--- config.mk ---
export PLATFORM = sky130hd
export DESIGN_NAME = serial_master_translator
export DESIGN_NICKNAME = d
export VERILOG_FILES = /design/src/pkg/smt_pkg.sv /design/src/retry_timer.sv /design/src/serial_master_translator.sv
export VERILOG_INCLUDE_DIRS = /design/src /design/src/pkg
export SDC_FILE = /design/constraint.sdc
export NUM_CORES = 1
export LEC_CHECK = 0
export BUFFER_PORTS_ARGS = -buffer_cell sky130_fd_sc_hd__buf_4
export CAP_MARGIN = 20
export CORE_MARGIN = 8
export CORE_UTILIZATION = 35
export CTS_BUF_LIST = sky130_fd_sc_hd__clkbuf_2 sky130_fd_sc_hd__clkbuf_4 sky130_fd_sc_hd__clkbuf_8
export CTS_CLUSTER_SIZE = 20
export DETAILED_ROUTE_END_ITERATION = 6
export PLACE_DENSITY = 0.56
export SLEW_MARGIN = 20
export SYNTH_ARGS = -nofsm -noshare
export SYNTH_HDL_FRONTEND = slang
export SYNTH_SLANG_ARGS = --single-unit
--- constraint.sdc ---
create_clock -name clk_sys_i -period 2.5 [get_ports clk_sys_i]
set_input_delay 0.25 -clock clk_sys_i [delete_from_list [all_inputs] [get_ports clk_sys_i]]
set_output_delay 0.25 -clock clk_sys_i [all_outputs]
set_load 0.03 [all_outputs]
--- src/pkg/serial_master_translator_defines.svh ---
/*
 * Constants for the serial master translator: Modbus opcodes, address
 * arithmetic figures, retry limit and timing.
 * Assumes a 50 MHz module clock and a framer that serialises the query.
 */
// Functional notes
// - In host mode the port holds a 16-bit unsigned register offset, 0 to all ones.
// - The offset is added only to outgoing host-mode master queries, never to slave traffic.
// - Register queries (3, 4, 6, 16) use address = upstream remote address + offset.
// - In gate mode the offset used in every calculation is zero.
// - Addresses generated from slave-side messages use a zero offset.
// - Coil queries (1, 5, 15) start at ((remote + offset - 1) * 16) + 1.
// - Gate mode uses the fixed translation table, host mode the user read and write opcodes.
// - With no valid reply the port waits the retry timeout and sends the same query again.
// - A query goes out at most three times: the first send plus two retries.
// - Full duplex driver mode keeps the transmitter on and the receiver on from the first clock after reset; reset holds both off.
// - Cts_keyed_driver_mode driver mode enables the transmitter only while CTS is asserted.
// - Two-wire driver mode keys the transmitter from CTS and disables reception while sending.
// - Untranslatable upstream commands go out as opcode 17 with one parameter byte 0x01.
`ifndef SERIAL_MASTER_TRANSLATOR_DEFINES_SVH
`define SERIAL_MASTER_TRANSLATOR_DEFINES_SVH

`define SMT_OP_RD_COILS   8'h01
`define SMT_OP_RD_HOLD    8'h03
`define SMT_OP_RD_INPUT   8'h04
`define SMT_OP_WR_COIL    8'h05
`define SMT_OP_WR_REG     8'h06
`define SMT_OP_WR_COILS   8'h0F
`define SMT_OP_WR_REGS    8'h10
`define SMT_OP_ENCAP      8'h11
`define SMT_ENCAP_PARAM   8'h01
`define SMT_NO_PARAM      8'h00
`define SMT_ZERO_OFFSET   16'h0000
`define SMT_ADDR_ONE      16'h0001
`define SMT_COIL_SHIFT    4
`define SMT_MAX_RETRY     2'h2
`define SMT_CLK_NS        32'h14
`define SMT_TICK_NS       32'hF4240
`define SMT_TICK_CYCLES   (`SMT_TICK_NS / `SMT_CLK_NS)

`endif

--- src/pkg/smt_pkg.sv ---
/*
 * Types shared by the serial master translator files.
 * Assumes nothing beyond a SystemVerilog compiler.
 */
package smt_pkg;

	typedef enum logic [1:0] {
		always_driven_full_duplex,
		cts_keyed_driver_mode,
		cts_keyed_half_duplex
	} driver_mode_type;

	typedef enum logic [1:0] {
		KIND_READ,
		KIND_WRITE,
		KIND_OTHER
	} kind_type;

	typedef enum logic [1:0] {
		ST_IDLE,
		ST_SEND,
		ST_WAIT
	} state_type;

endpackage : smt_pkg

--- src/retry_timer.sv ---
/*
 * Retry timeout timer: counts a timeout given in millisecond ticks.
 * Assumes start_i is a one-cycle pulse; a zero timeout counts as one tick.
 */
`timescale 1ns/1ps
`default_nettype none
`include "serial_master_translator_defines.svh"

module retry_timer #(
	parameter int TICK_CYCLES = `SMT_TICK_CYCLES
) (
	// clock and reset
	input  wire logic        clk_sys_i,
	input  wire logic        nrst_i,
	// control
	input  wire logic        start_i,
	input  wire logic        stop_i,
	input  wire logic [15:0] timeout_i,
	output logic             expire_o
);

	logic        run_q,  run_d;
	logic [31:0] pre_q,  pre_d;
	logic [15:0] left_q, left_d;
	logic        exp_q,  exp_d;
	logic        tick;

	assign tick     = run_q && (pre_q == 32'(TICK_CYCLES - 1));
	assign expire_o = exp_q;

	always_comb begin
		run_d  = run_q;
		pre_d  = pre_q;
		left_d = left_q;
		exp_d  = 1'b0;
		if (start_i) begin
			run_d  = 1'b1;
			pre_d  = 32'h0;
			left_d = (timeout_i == 16'h0) ? 16'h1 : timeout_i;
		end else if (stop_i) begin
			run_d = 1'b0;
		end else if (run_q) begin
			pre_d = tick ? 32'h0 : pre_q + 32'h1;
			if (tick) begin
				left_d = left_q - 16'h1;
				if (left_q == 16'h1) begin
					run_d = 1'b0;
					exp_d = 1'b1;
				end
			end
		end
	end

	always_ff @(posedge clk_sys_i or negedge nrst_i) begin
		if (!nrst_i) begin
			run_q  <= 1'b0;
			pre_q  <= 32'h0;
			left_q <= 16'h0;
			exp_q  <= 1'b0;
		end else begin
			run_q  <= run_d;
			pre_q  <= pre_d;
			left_q <= left_d;
			exp_q  <= exp_d;
		end
	end

endmodule : retry_timer
`default_nettype wire

--- src/serial_master_translator.sv ---
/*
 * Master-side translator for one serial port: upstream read and write
 * requests become Modbus RTU queries, with retries and line driver keying.
 * Assumes a framer that sends the query fields and reports valid replies,
 * and synchronous configuration inputs held steady during a transaction.
 */
`timescale 1ns/1ps
`default_nettype none
`include "serial_master_translator_defines.svh"

module serial_master_translator #(
	parameter int TICK_CYCLES = `SMT_TICK_CYCLES
) (
	// clock and reset
	input  wire logic                   clk_sys_i,
	input  wire logic                   nrst_i,
	// port configuration
	input  wire logic                   host_mode_i,
	input  wire logic [15:0]            reg_offset_i,
	input  wire logic [7:0]             rd_opcode_i,
	input  wire logic [7:0]             wr_opcode_i,
	input  wire logic [15:0]            retry_timeout_i,
	input  wire smt_pkg::driver_mode_type driver_mode_i,
	// upstream request
	input  wire logic                   req_valid_i,
	output logic                        req_ready_o,
	input  wire smt_pkg::kind_type      req_kind_i,
	input  wire logic                   req_coil_i,
	input  wire logic [15:0]            req_addr_i,
	// upstream completion
	output logic                        done_valid_o,
	output logic                        done_fail_o,
	// query to framer
	output logic                        qry_valid_o,
	input  wire logic                   qry_ready_i,
	output logic [7:0]                  qry_opcode_o,
	output logic [15:0]                 qry_addr_o,
	output logic [7:0]                  qry_param_o,
	output logic [1:0]                  qry_attempt_o,
	// reply from framer
	input  wire logic                   rsp_valid_i,
	input  wire logic                   rsp_ok_i,
	// slave-side address translation
	input  wire logic                   slv_valid_i,
	input  wire logic [15:0]            slv_addr_i,
	output logic                        slv_up_valid_o,
	output logic [15:0]                 slv_up_addr_o,
	// line driver
	input  wire logic                   cts_i,
	input  wire logic                   tx_busy_i,
	output logic                        tx_en_o,
	output logic                        rx_en_o
);

	// ----------------------------------------------------------------
	// opcode selection and address arithmetic
	// ----------------------------------------------------------------
	function automatic logic is_reg_op(input logic [7:0] op);
		is_reg_op = (op == `SMT_OP_RD_HOLD) || (op == `SMT_OP_RD_INPUT) ||
			(op == `SMT_OP_WR_REG) || (op == `SMT_OP_WR_REGS);
	endfunction : is_reg_op

	function automatic logic is_coil_op(input logic [7:0] op);
		is_coil_op = (op == `SMT_OP_RD_COILS) || (op == `SMT_OP_WR_COIL) ||
			(op == `SMT_OP_WR_COILS);
	endfunction : is_coil_op

	logic [7:0]  sel_opcode;
	logic [15:0] eff_offset;
	logic [15:0] sel_addr;
	logic [15:0] sum_addr;

	always_comb begin
		case (req_kind_i)
			smt_pkg::KIND_READ: begin
				if (host_mode_i) begin
					sel_opcode = rd_opcode_i;
				end else begin
					sel_opcode = req_coil_i ? `SMT_OP_RD_COILS : `SMT_OP_RD_HOLD;
				end
			end
			smt_pkg::KIND_WRITE: begin
				if (host_mode_i) begin
					sel_opcode = wr_opcode_i;
				end else begin
					sel_opcode = req_coil_i ? `SMT_OP_WR_COILS : `SMT_OP_WR_REGS;
				end
			end
			default: begin
				sel_opcode = `SMT_OP_ENCAP;
			end
		endcase
	end

	// offset only reaches the outgoing master path, zero in gate mode
	assign eff_offset = host_mode_i ? reg_offset_i : `SMT_ZERO_OFFSET;
	assign sum_addr   = req_addr_i + eff_offset;

	always_comb begin
		if (is_reg_op(sel_opcode)) begin
			sel_addr = sum_addr;
		end else if (is_coil_op(sel_opcode)) begin
			sel_addr = 16'((sum_addr - `SMT_ADDR_ONE) << `SMT_COIL_SHIFT) + `SMT_ADDR_ONE;
		end else begin
			sel_addr = req_addr_i;
		end
	end

	// ----------------------------------------------------------------
	// transaction sequencer
	// ----------------------------------------------------------------
	smt_pkg::state_type state_q, state_d;
	logic [7:0]         op_q,    op_d;
	logic [15:0]        addr_q,  addr_d;
	logic [7:0]         param_q, param_d;
	logic [1:0]         att_q,   att_d;
	logic               done_q,  done_d;
	logic               fail_q,  fail_d;
	logic               timer_start;
	logic               timer_stop;
	logic               timer_expire;
	logic               reply_ok;

	assign reply_ok    = (state_q == smt_pkg::ST_WAIT) && rsp_valid_i && rsp_ok_i;
	assign req_ready_o = (state_q == smt_pkg::ST_IDLE);
	assign qry_valid_o = (state_q == smt_pkg::ST_SEND);
	assign timer_start = qry_valid_o && qry_ready_i;
	assign timer_stop  = reply_ok;

	always_comb begin
		state_d = state_q;
		op_d    = op_q;
		addr_d  = addr_q;
		param_d = param_q;
		att_d   = att_q;
		done_d  = 1'b0;
		fail_d  = fail_q;
		case (state_q)
			smt_pkg::ST_IDLE: begin
				if (req_valid_i) begin
					op_d    = sel_opcode;
					addr_d  = sel_addr;
					param_d = (sel_opcode == `SMT_OP_ENCAP) ? `SMT_ENCAP_PARAM : `SMT_NO_PARAM;
					att_d   = 2'h0;
					state_d = smt_pkg::ST_SEND;
				end
			end
			smt_pkg::ST_SEND: begin
				if (qry_ready_i) begin
					state_d = smt_pkg::ST_WAIT;
				end
			end
			smt_pkg::ST_WAIT: begin
				if (reply_ok) begin
					done_d  = 1'b1;
					fail_d  = 1'b0;
					state_d = smt_pkg::ST_IDLE;
				end else if (timer_expire) begin
					if (att_q == `SMT_MAX_RETRY) begin
						done_d  = 1'b1;
						fail_d  = 1'b1;
						state_d = smt_pkg::ST_IDLE;
					end else begin
						att_d   = att_q + 2'h1;
						state_d = smt_pkg::ST_SEND;
					end
				end
			end
			default: begin
				state_d = smt_pkg::ST_IDLE;
			end
		endcase
	end

	always_ff @(posedge clk_sys_i or negedge nrst_i) begin
		if (!nrst_i) begin
			state_q <= smt_pkg::ST_IDLE;
			op_q    <= 8'h00;
			addr_q  <= 16'h0000;
			param_q <= 8'h00;
			att_q   <= 2'h0;
			done_q  <= 1'b0;
			fail_q  <= 1'b0;
		end else begin
			state_q <= state_d;
			op_q    <= op_d;
			addr_q  <= addr_d;
			param_q <= param_d;
			att_q   <= att_d;
			done_q  <= done_d;
			fail_q  <= fail_d;
		end
	end

	assign qry_opcode_o  = op_q;
	assign qry_addr_o    = addr_q;
	assign qry_param_o   = param_q;
	assign qry_attempt_o = att_q;
	assign done_valid_o  = done_q;
	assign done_fail_o   = fail_q;

	retry_timer #(
		.TICK_CYCLES (TICK_CYCLES)
	) u_retry_timer (
		.clk_sys_i (clk_sys_i),
		.nrst_i    (nrst_i),
		.start_i   (timer_start),
		.stop_i    (timer_stop),
		.timeout_i (retry_timeout_i),
		.expire_o  (timer_expire)
	);

	// ----------------------------------------------------------------
	// slave-side address, always unbiased
	// ----------------------------------------------------------------
	logic        slv_v_q, slv_v_d;
	logic [15:0] slv_a_q, slv_a_d;

	always_comb begin
		slv_v_d = slv_valid_i;
		slv_a_d = slv_valid_i ? slv_addr_i + `SMT_ZERO_OFFSET : slv_a_q;
	end

	always_ff @(posedge clk_sys_i or negedge nrst_i) begin
		if (!nrst_i) begin
			slv_v_q <= 1'b0;
			slv_a_q <= 16'h0000;
		end else begin
			slv_v_q <= slv_v_d;
			slv_a_q <= slv_a_d;
		end
	end

	assign slv_up_valid_o = slv_v_q;
	assign slv_up_addr_o  = slv_a_q;

	// ----------------------------------------------------------------
	// line driver keying
	// ----------------------------------------------------------------
	logic tx_q, tx_d;
	logic rx_q, rx_d;

	always_comb begin
		case (driver_mode_i)
			smt_pkg::always_driven_full_duplex: begin
				tx_d = 1'b1;
				rx_d = 1'b1;
			end
			smt_pkg::cts_keyed_driver_mode: begin
				tx_d = cts_i;
				rx_d = 1'b1;
			end
			smt_pkg::cts_keyed_half_duplex: begin
				tx_d = cts_i;
				rx_d = !(cts_i || tx_busy_i);
			end
			default: begin
				tx_d = 1'b0;
				rx_d = 1'b1;
			end
		endcase
	end

	always_ff @(posedge clk_sys_i or negedge nrst_i) begin
		if (!nrst_i) begin
			tx_q <= 1'b0;
			rx_q <= 1'b0;
		end else begin
			tx_q <= tx_d;
			rx_q <= rx_d;
		end
	end

	assign tx_en_o = tx_q;
	assign rx_en_o = rx_q;
endmodule : serial_master_translator
`default_nettype wire

==> results_dict.tcl <==
set metrics [dict create \
    dp_cells 1179 \
    p_seq_frac 0.364 \
    cp_max_fo 7 \
    wl_per_cell_um 15.5 \
    cp.buffers_inverters 2 \
    critPathSlowestCell "fa_2" \
    gp_congestion 0.823 \
    critPathLaunchType "input port" \
    hold_viol_final 0 \
    layout.cells.non_filler 1196 \
    clockBufferDepth 2 \
    dieWidth_um 151 \
    fillers 1725 \
    synthTopCellsByArea "dfrtp_1, nand2_1, ha_1" \
    syn_avg_cell_area_um2 8.87 \
    cellPowerDensity_nw_per_um2 725 \
    insertion_delay_ns 0.38 \
    numCtsBuffers 9 \
    dp_hpwl_um 14500 \
    fin_nets 1082 \
    grt_pass1_wl_um 29800 \
    viasPerCell 5.05 \
    htreeDepth 3 \
    cp_top_family "compound AO/OA/AOI/OAI gates" \
    ff_latch_area_um2 2500 \
    postRouteWirelength_um 18600 \
    drive_above_1_share 0.343 \
    synth_area_um2 6350 \
    maxSlewViolCount 0 \
    drc 0 \
    grt_pass1_vias 5967 \
    status "completed" \
    relSlewSlack 0.552 \
    antenna_found_initial 0 \
    worst_slack_ns 0.0586 \
    p_leak_nw 4.18 \
    yosysTopAreaCell "dfrtp_1" \
    hp-class "in2reg" \
    slowest_delay_ns 0.34 \
    yosys_warnings 0 \
    power.clock.fraction 0.168 \
    max_cap_viol_count 0 \
    holdWs_ns 0.0525 \
    fin_crit_sh 0.977 \
    diodes 0 \
    synth_edf_count 0 \
    port_buffers 144 \
    fmax_mhz 410 \
    worstPathCellList "buf_12 > and2_4 > ha_4 > fa_2 > a21o_1 > a211oi_4 > buf_4 > o31ai_4 > a31oi_2 > mux2i_1 > a31o_2 > o211ai_1 > mux2_4" \
    area_growth_pct 39.7 \
    ant_nets 0 \
    multi_input_area_um2 3780 \
    rsz0062_at_grt "true" \
    post_cts_buffers 0 \
    async_reset_ff_frac 1.00 \
    synth_ff_type "dfrtp_1" \
    endpoint_kind "register" \
    arrival_ns 2.72 \
    first_pass_iters 5 \
    fin_crit_ns 2.44 \
    internal_power_mw 3.75 \
    overflow 0 \
    cp.required_ns 2.78 \
    cts.sinks 100 \
    grt_usage 0.162 \
    vias 6035 \
    final_util 0.495 \
    start_util 0.355 \
    ys_ff_latch 100 \
    netSwitchingPower_mw 2.68 \
    crit_type "in2reg" \
    cts_tree "yes" \
    synthCells 716 \
    grt_start_max_net_pins 51 \
    fp-row-count 49 \
    skew_ns 0.0171 \
    io_pins 152 \
    cts-root-buf "clkbuf_8" \
    clk_pin_slew_ns 0.10 \
    die-area_um2 22700 \
    seq_area_frac_synth 0.394 \
    irDropWorstVdd_uv 430 \
    p_sw_frac 0.417 \
    power_mw 6.43 \
    coreArea_um2 17900 \
    max_slew.worst_pin.slew_ns 0.672 \
    synth_top_area_frac 0.394 \
    die_h_um 151 \
    post-place-ws_ns -0.453 \
    first_iter_violations 318 \
    ys_types 70 \
    p_comb_frac 0.467 \
    setup_viol 0 \
]
[layout make-up]
type	instances	share of cell area
clock inverter	5	0.00677
tap	229	0.0323
multi-input combinational	571	0.427
inverter	18	0.00762
clock buffer	10	0.0155
timing repair buffer	263	0.229
sequential	100	0.282
[Yosys cell counts (6+ instances only)]
cell      count
or3_1         7
o21ai_0      57
and2_1       21
xor2_1       19
nand2_1      84
clkbuf_1     19
o211ai_1     10
mux2_2       22
nand2b_1      9
a21oi_1      33
a21o_1        6
nor3_1       18
mux2i_1      12
ha_1         23
nand3_1      20
o21a_1        6
a22oi_1       6
a31oi_1       7
nor4_1       24
o31ai_1      12
dfrtp_1     100
xnor2_1      16
inv_1        17
and3_1       13
nor2_1       61
buf_4         7
nand4_1       8
[power by group through the flow]
stage          logic [mW]  clock network [mW]  registers (mW)
2_1_floorplan        1.36                   0            2.73
3_3_place_gp         2.99                   0            2.37
3_5_place_dp         3.00                   0            2.37
4_1_cts              3.01                1.14            2.34
5_1_grt              3.30                1.19            2.41
6_report             3.00                1.08            2.34
[through the flow]
| step | instance area [um2] | setup TNS [ns] |
|---|---|---|
| global placement | 8530 | -3.12 |
| finish | 8870 | 0 |
| floorplan | 6460 | -1.47 |
| global route | 8870 | -0.177 |
| CTS | 8760 | 0 |
| detailed placement | 8530 | -3.20 |
[cell usage in the layout (no fill, tap or decap), drive strengths merged, types with 3 or more instances in the layout]
| cell | Yosys | routed |
|---|---|---|
| o21ai | 58 | 58 |
| inv | 18 | 20 |
| a22oi | 6 | 6 |
| a31oi | 7 | 7 |
| nand2 | 84 | 84 |
| and3 | 13 | 13 |
| a21o | 6 | 6 |
| clkbuf | 19 | 11 |
| nor2b | 4 | 4 |
| mux2i | 12 | 12 |
| dfrtp | 100 | 100 |
| o211ai | 10 | 10 |
| nand3 | 20 | 20 |
| nand3b | 4 | 4 |
| o22ai | 4 | 4 |
| or4 | 3 | 3 |
| or3 | 7 | 7 |
| mux2 | 22 | 22 |
| a21oi | 33 | 33 |
| nor3b | 3 | 3 |
| nor2 | 62 | 62 |
| nand2b | 9 | 9 |
| xor2 | 19 | 19 |
| buf | 14 | 261 |
| o31ai | 12 | 12 |
| o21a | 6 | 6 |
| nand4 | 8 | 8 |
| or2 | 3 | 3 |
| and2 | 21 | 21 |
| a211oi | 6 | 6 |
| and4 | 3 | 3 |
| xnor2 | 16 | 16 |
| o41ai | 3 | 3 |
| nor3 | 18 | 18 |
| o22a | 4 | 4 |
| ha | 23 | 23 |
| a211o | 3 | 3 |
| conb | 1 | 7 |
| nor4 | 24 | 24 |
[per-layer routing]
layer | track usage | vias up | routed length, um
li1 | - | 3082 | -
met1 | 0.215 | 2795 | 8660
met5 | 0 | - | 0
met3 | 0.0237 | 14 | 1070
met4 | 0.0500 | 0 | 224
met2 | 0.268 | 144 | 8640
[registers in the layout, summed over array words and instances (netlist names), 2 cells and up]
register and cells:
qry_addr_o 16, qry_attempt_o 2, qry_opcode_o 8, slv_up_addr_o 16, state_q 2, u_retry_timer.left_q 16
u_retry_timer.pre_q 32
[final timing paths]
path,endpoint,start,cells after the start,slack [ns]
setup reg to reg,u_retry_timer.pre_q[25],u_retry_timer.pre_q[10],7,0.19
hold reg to reg,qry_opcode_o[1],qry_opcode_o[1],2,0.49
hold / removal,rx_en_o,tx_busy_i,2,0.05
max in group asynchronous,qry_opcode_o[3],nrst_i,3,1.35
setup / recovery,qry_addr_o[14],host_mode_i,13,0.06
min in group asynchronous,rx_en_o,nrst_i,2,0.42
[what timing repair did]
item	4_1_cts	5_1_grt
pin swaps	3	5
gates resized for setup	3	17
setup endpoints to repair	2	14
endpoints found under the hold margin	48	0
hold buffers	1	0
gates cloned	0	1
[cells by family (layout without fill, tap and decap cells)]
kind of cell    Yosys count  count (layout)  synth area share
compound gates          179             179             0.183
mux                      34              34            0.0579
simple gates            292             292             0.230
flops                   100             100             0.394
other cells               1               7          0.000591
xor+xnor                 35              35            0.0483
fa+ha+maj                24              24            0.0485
buf+inv                  51             296            0.0374
Power figures use the tool's default switching activity.
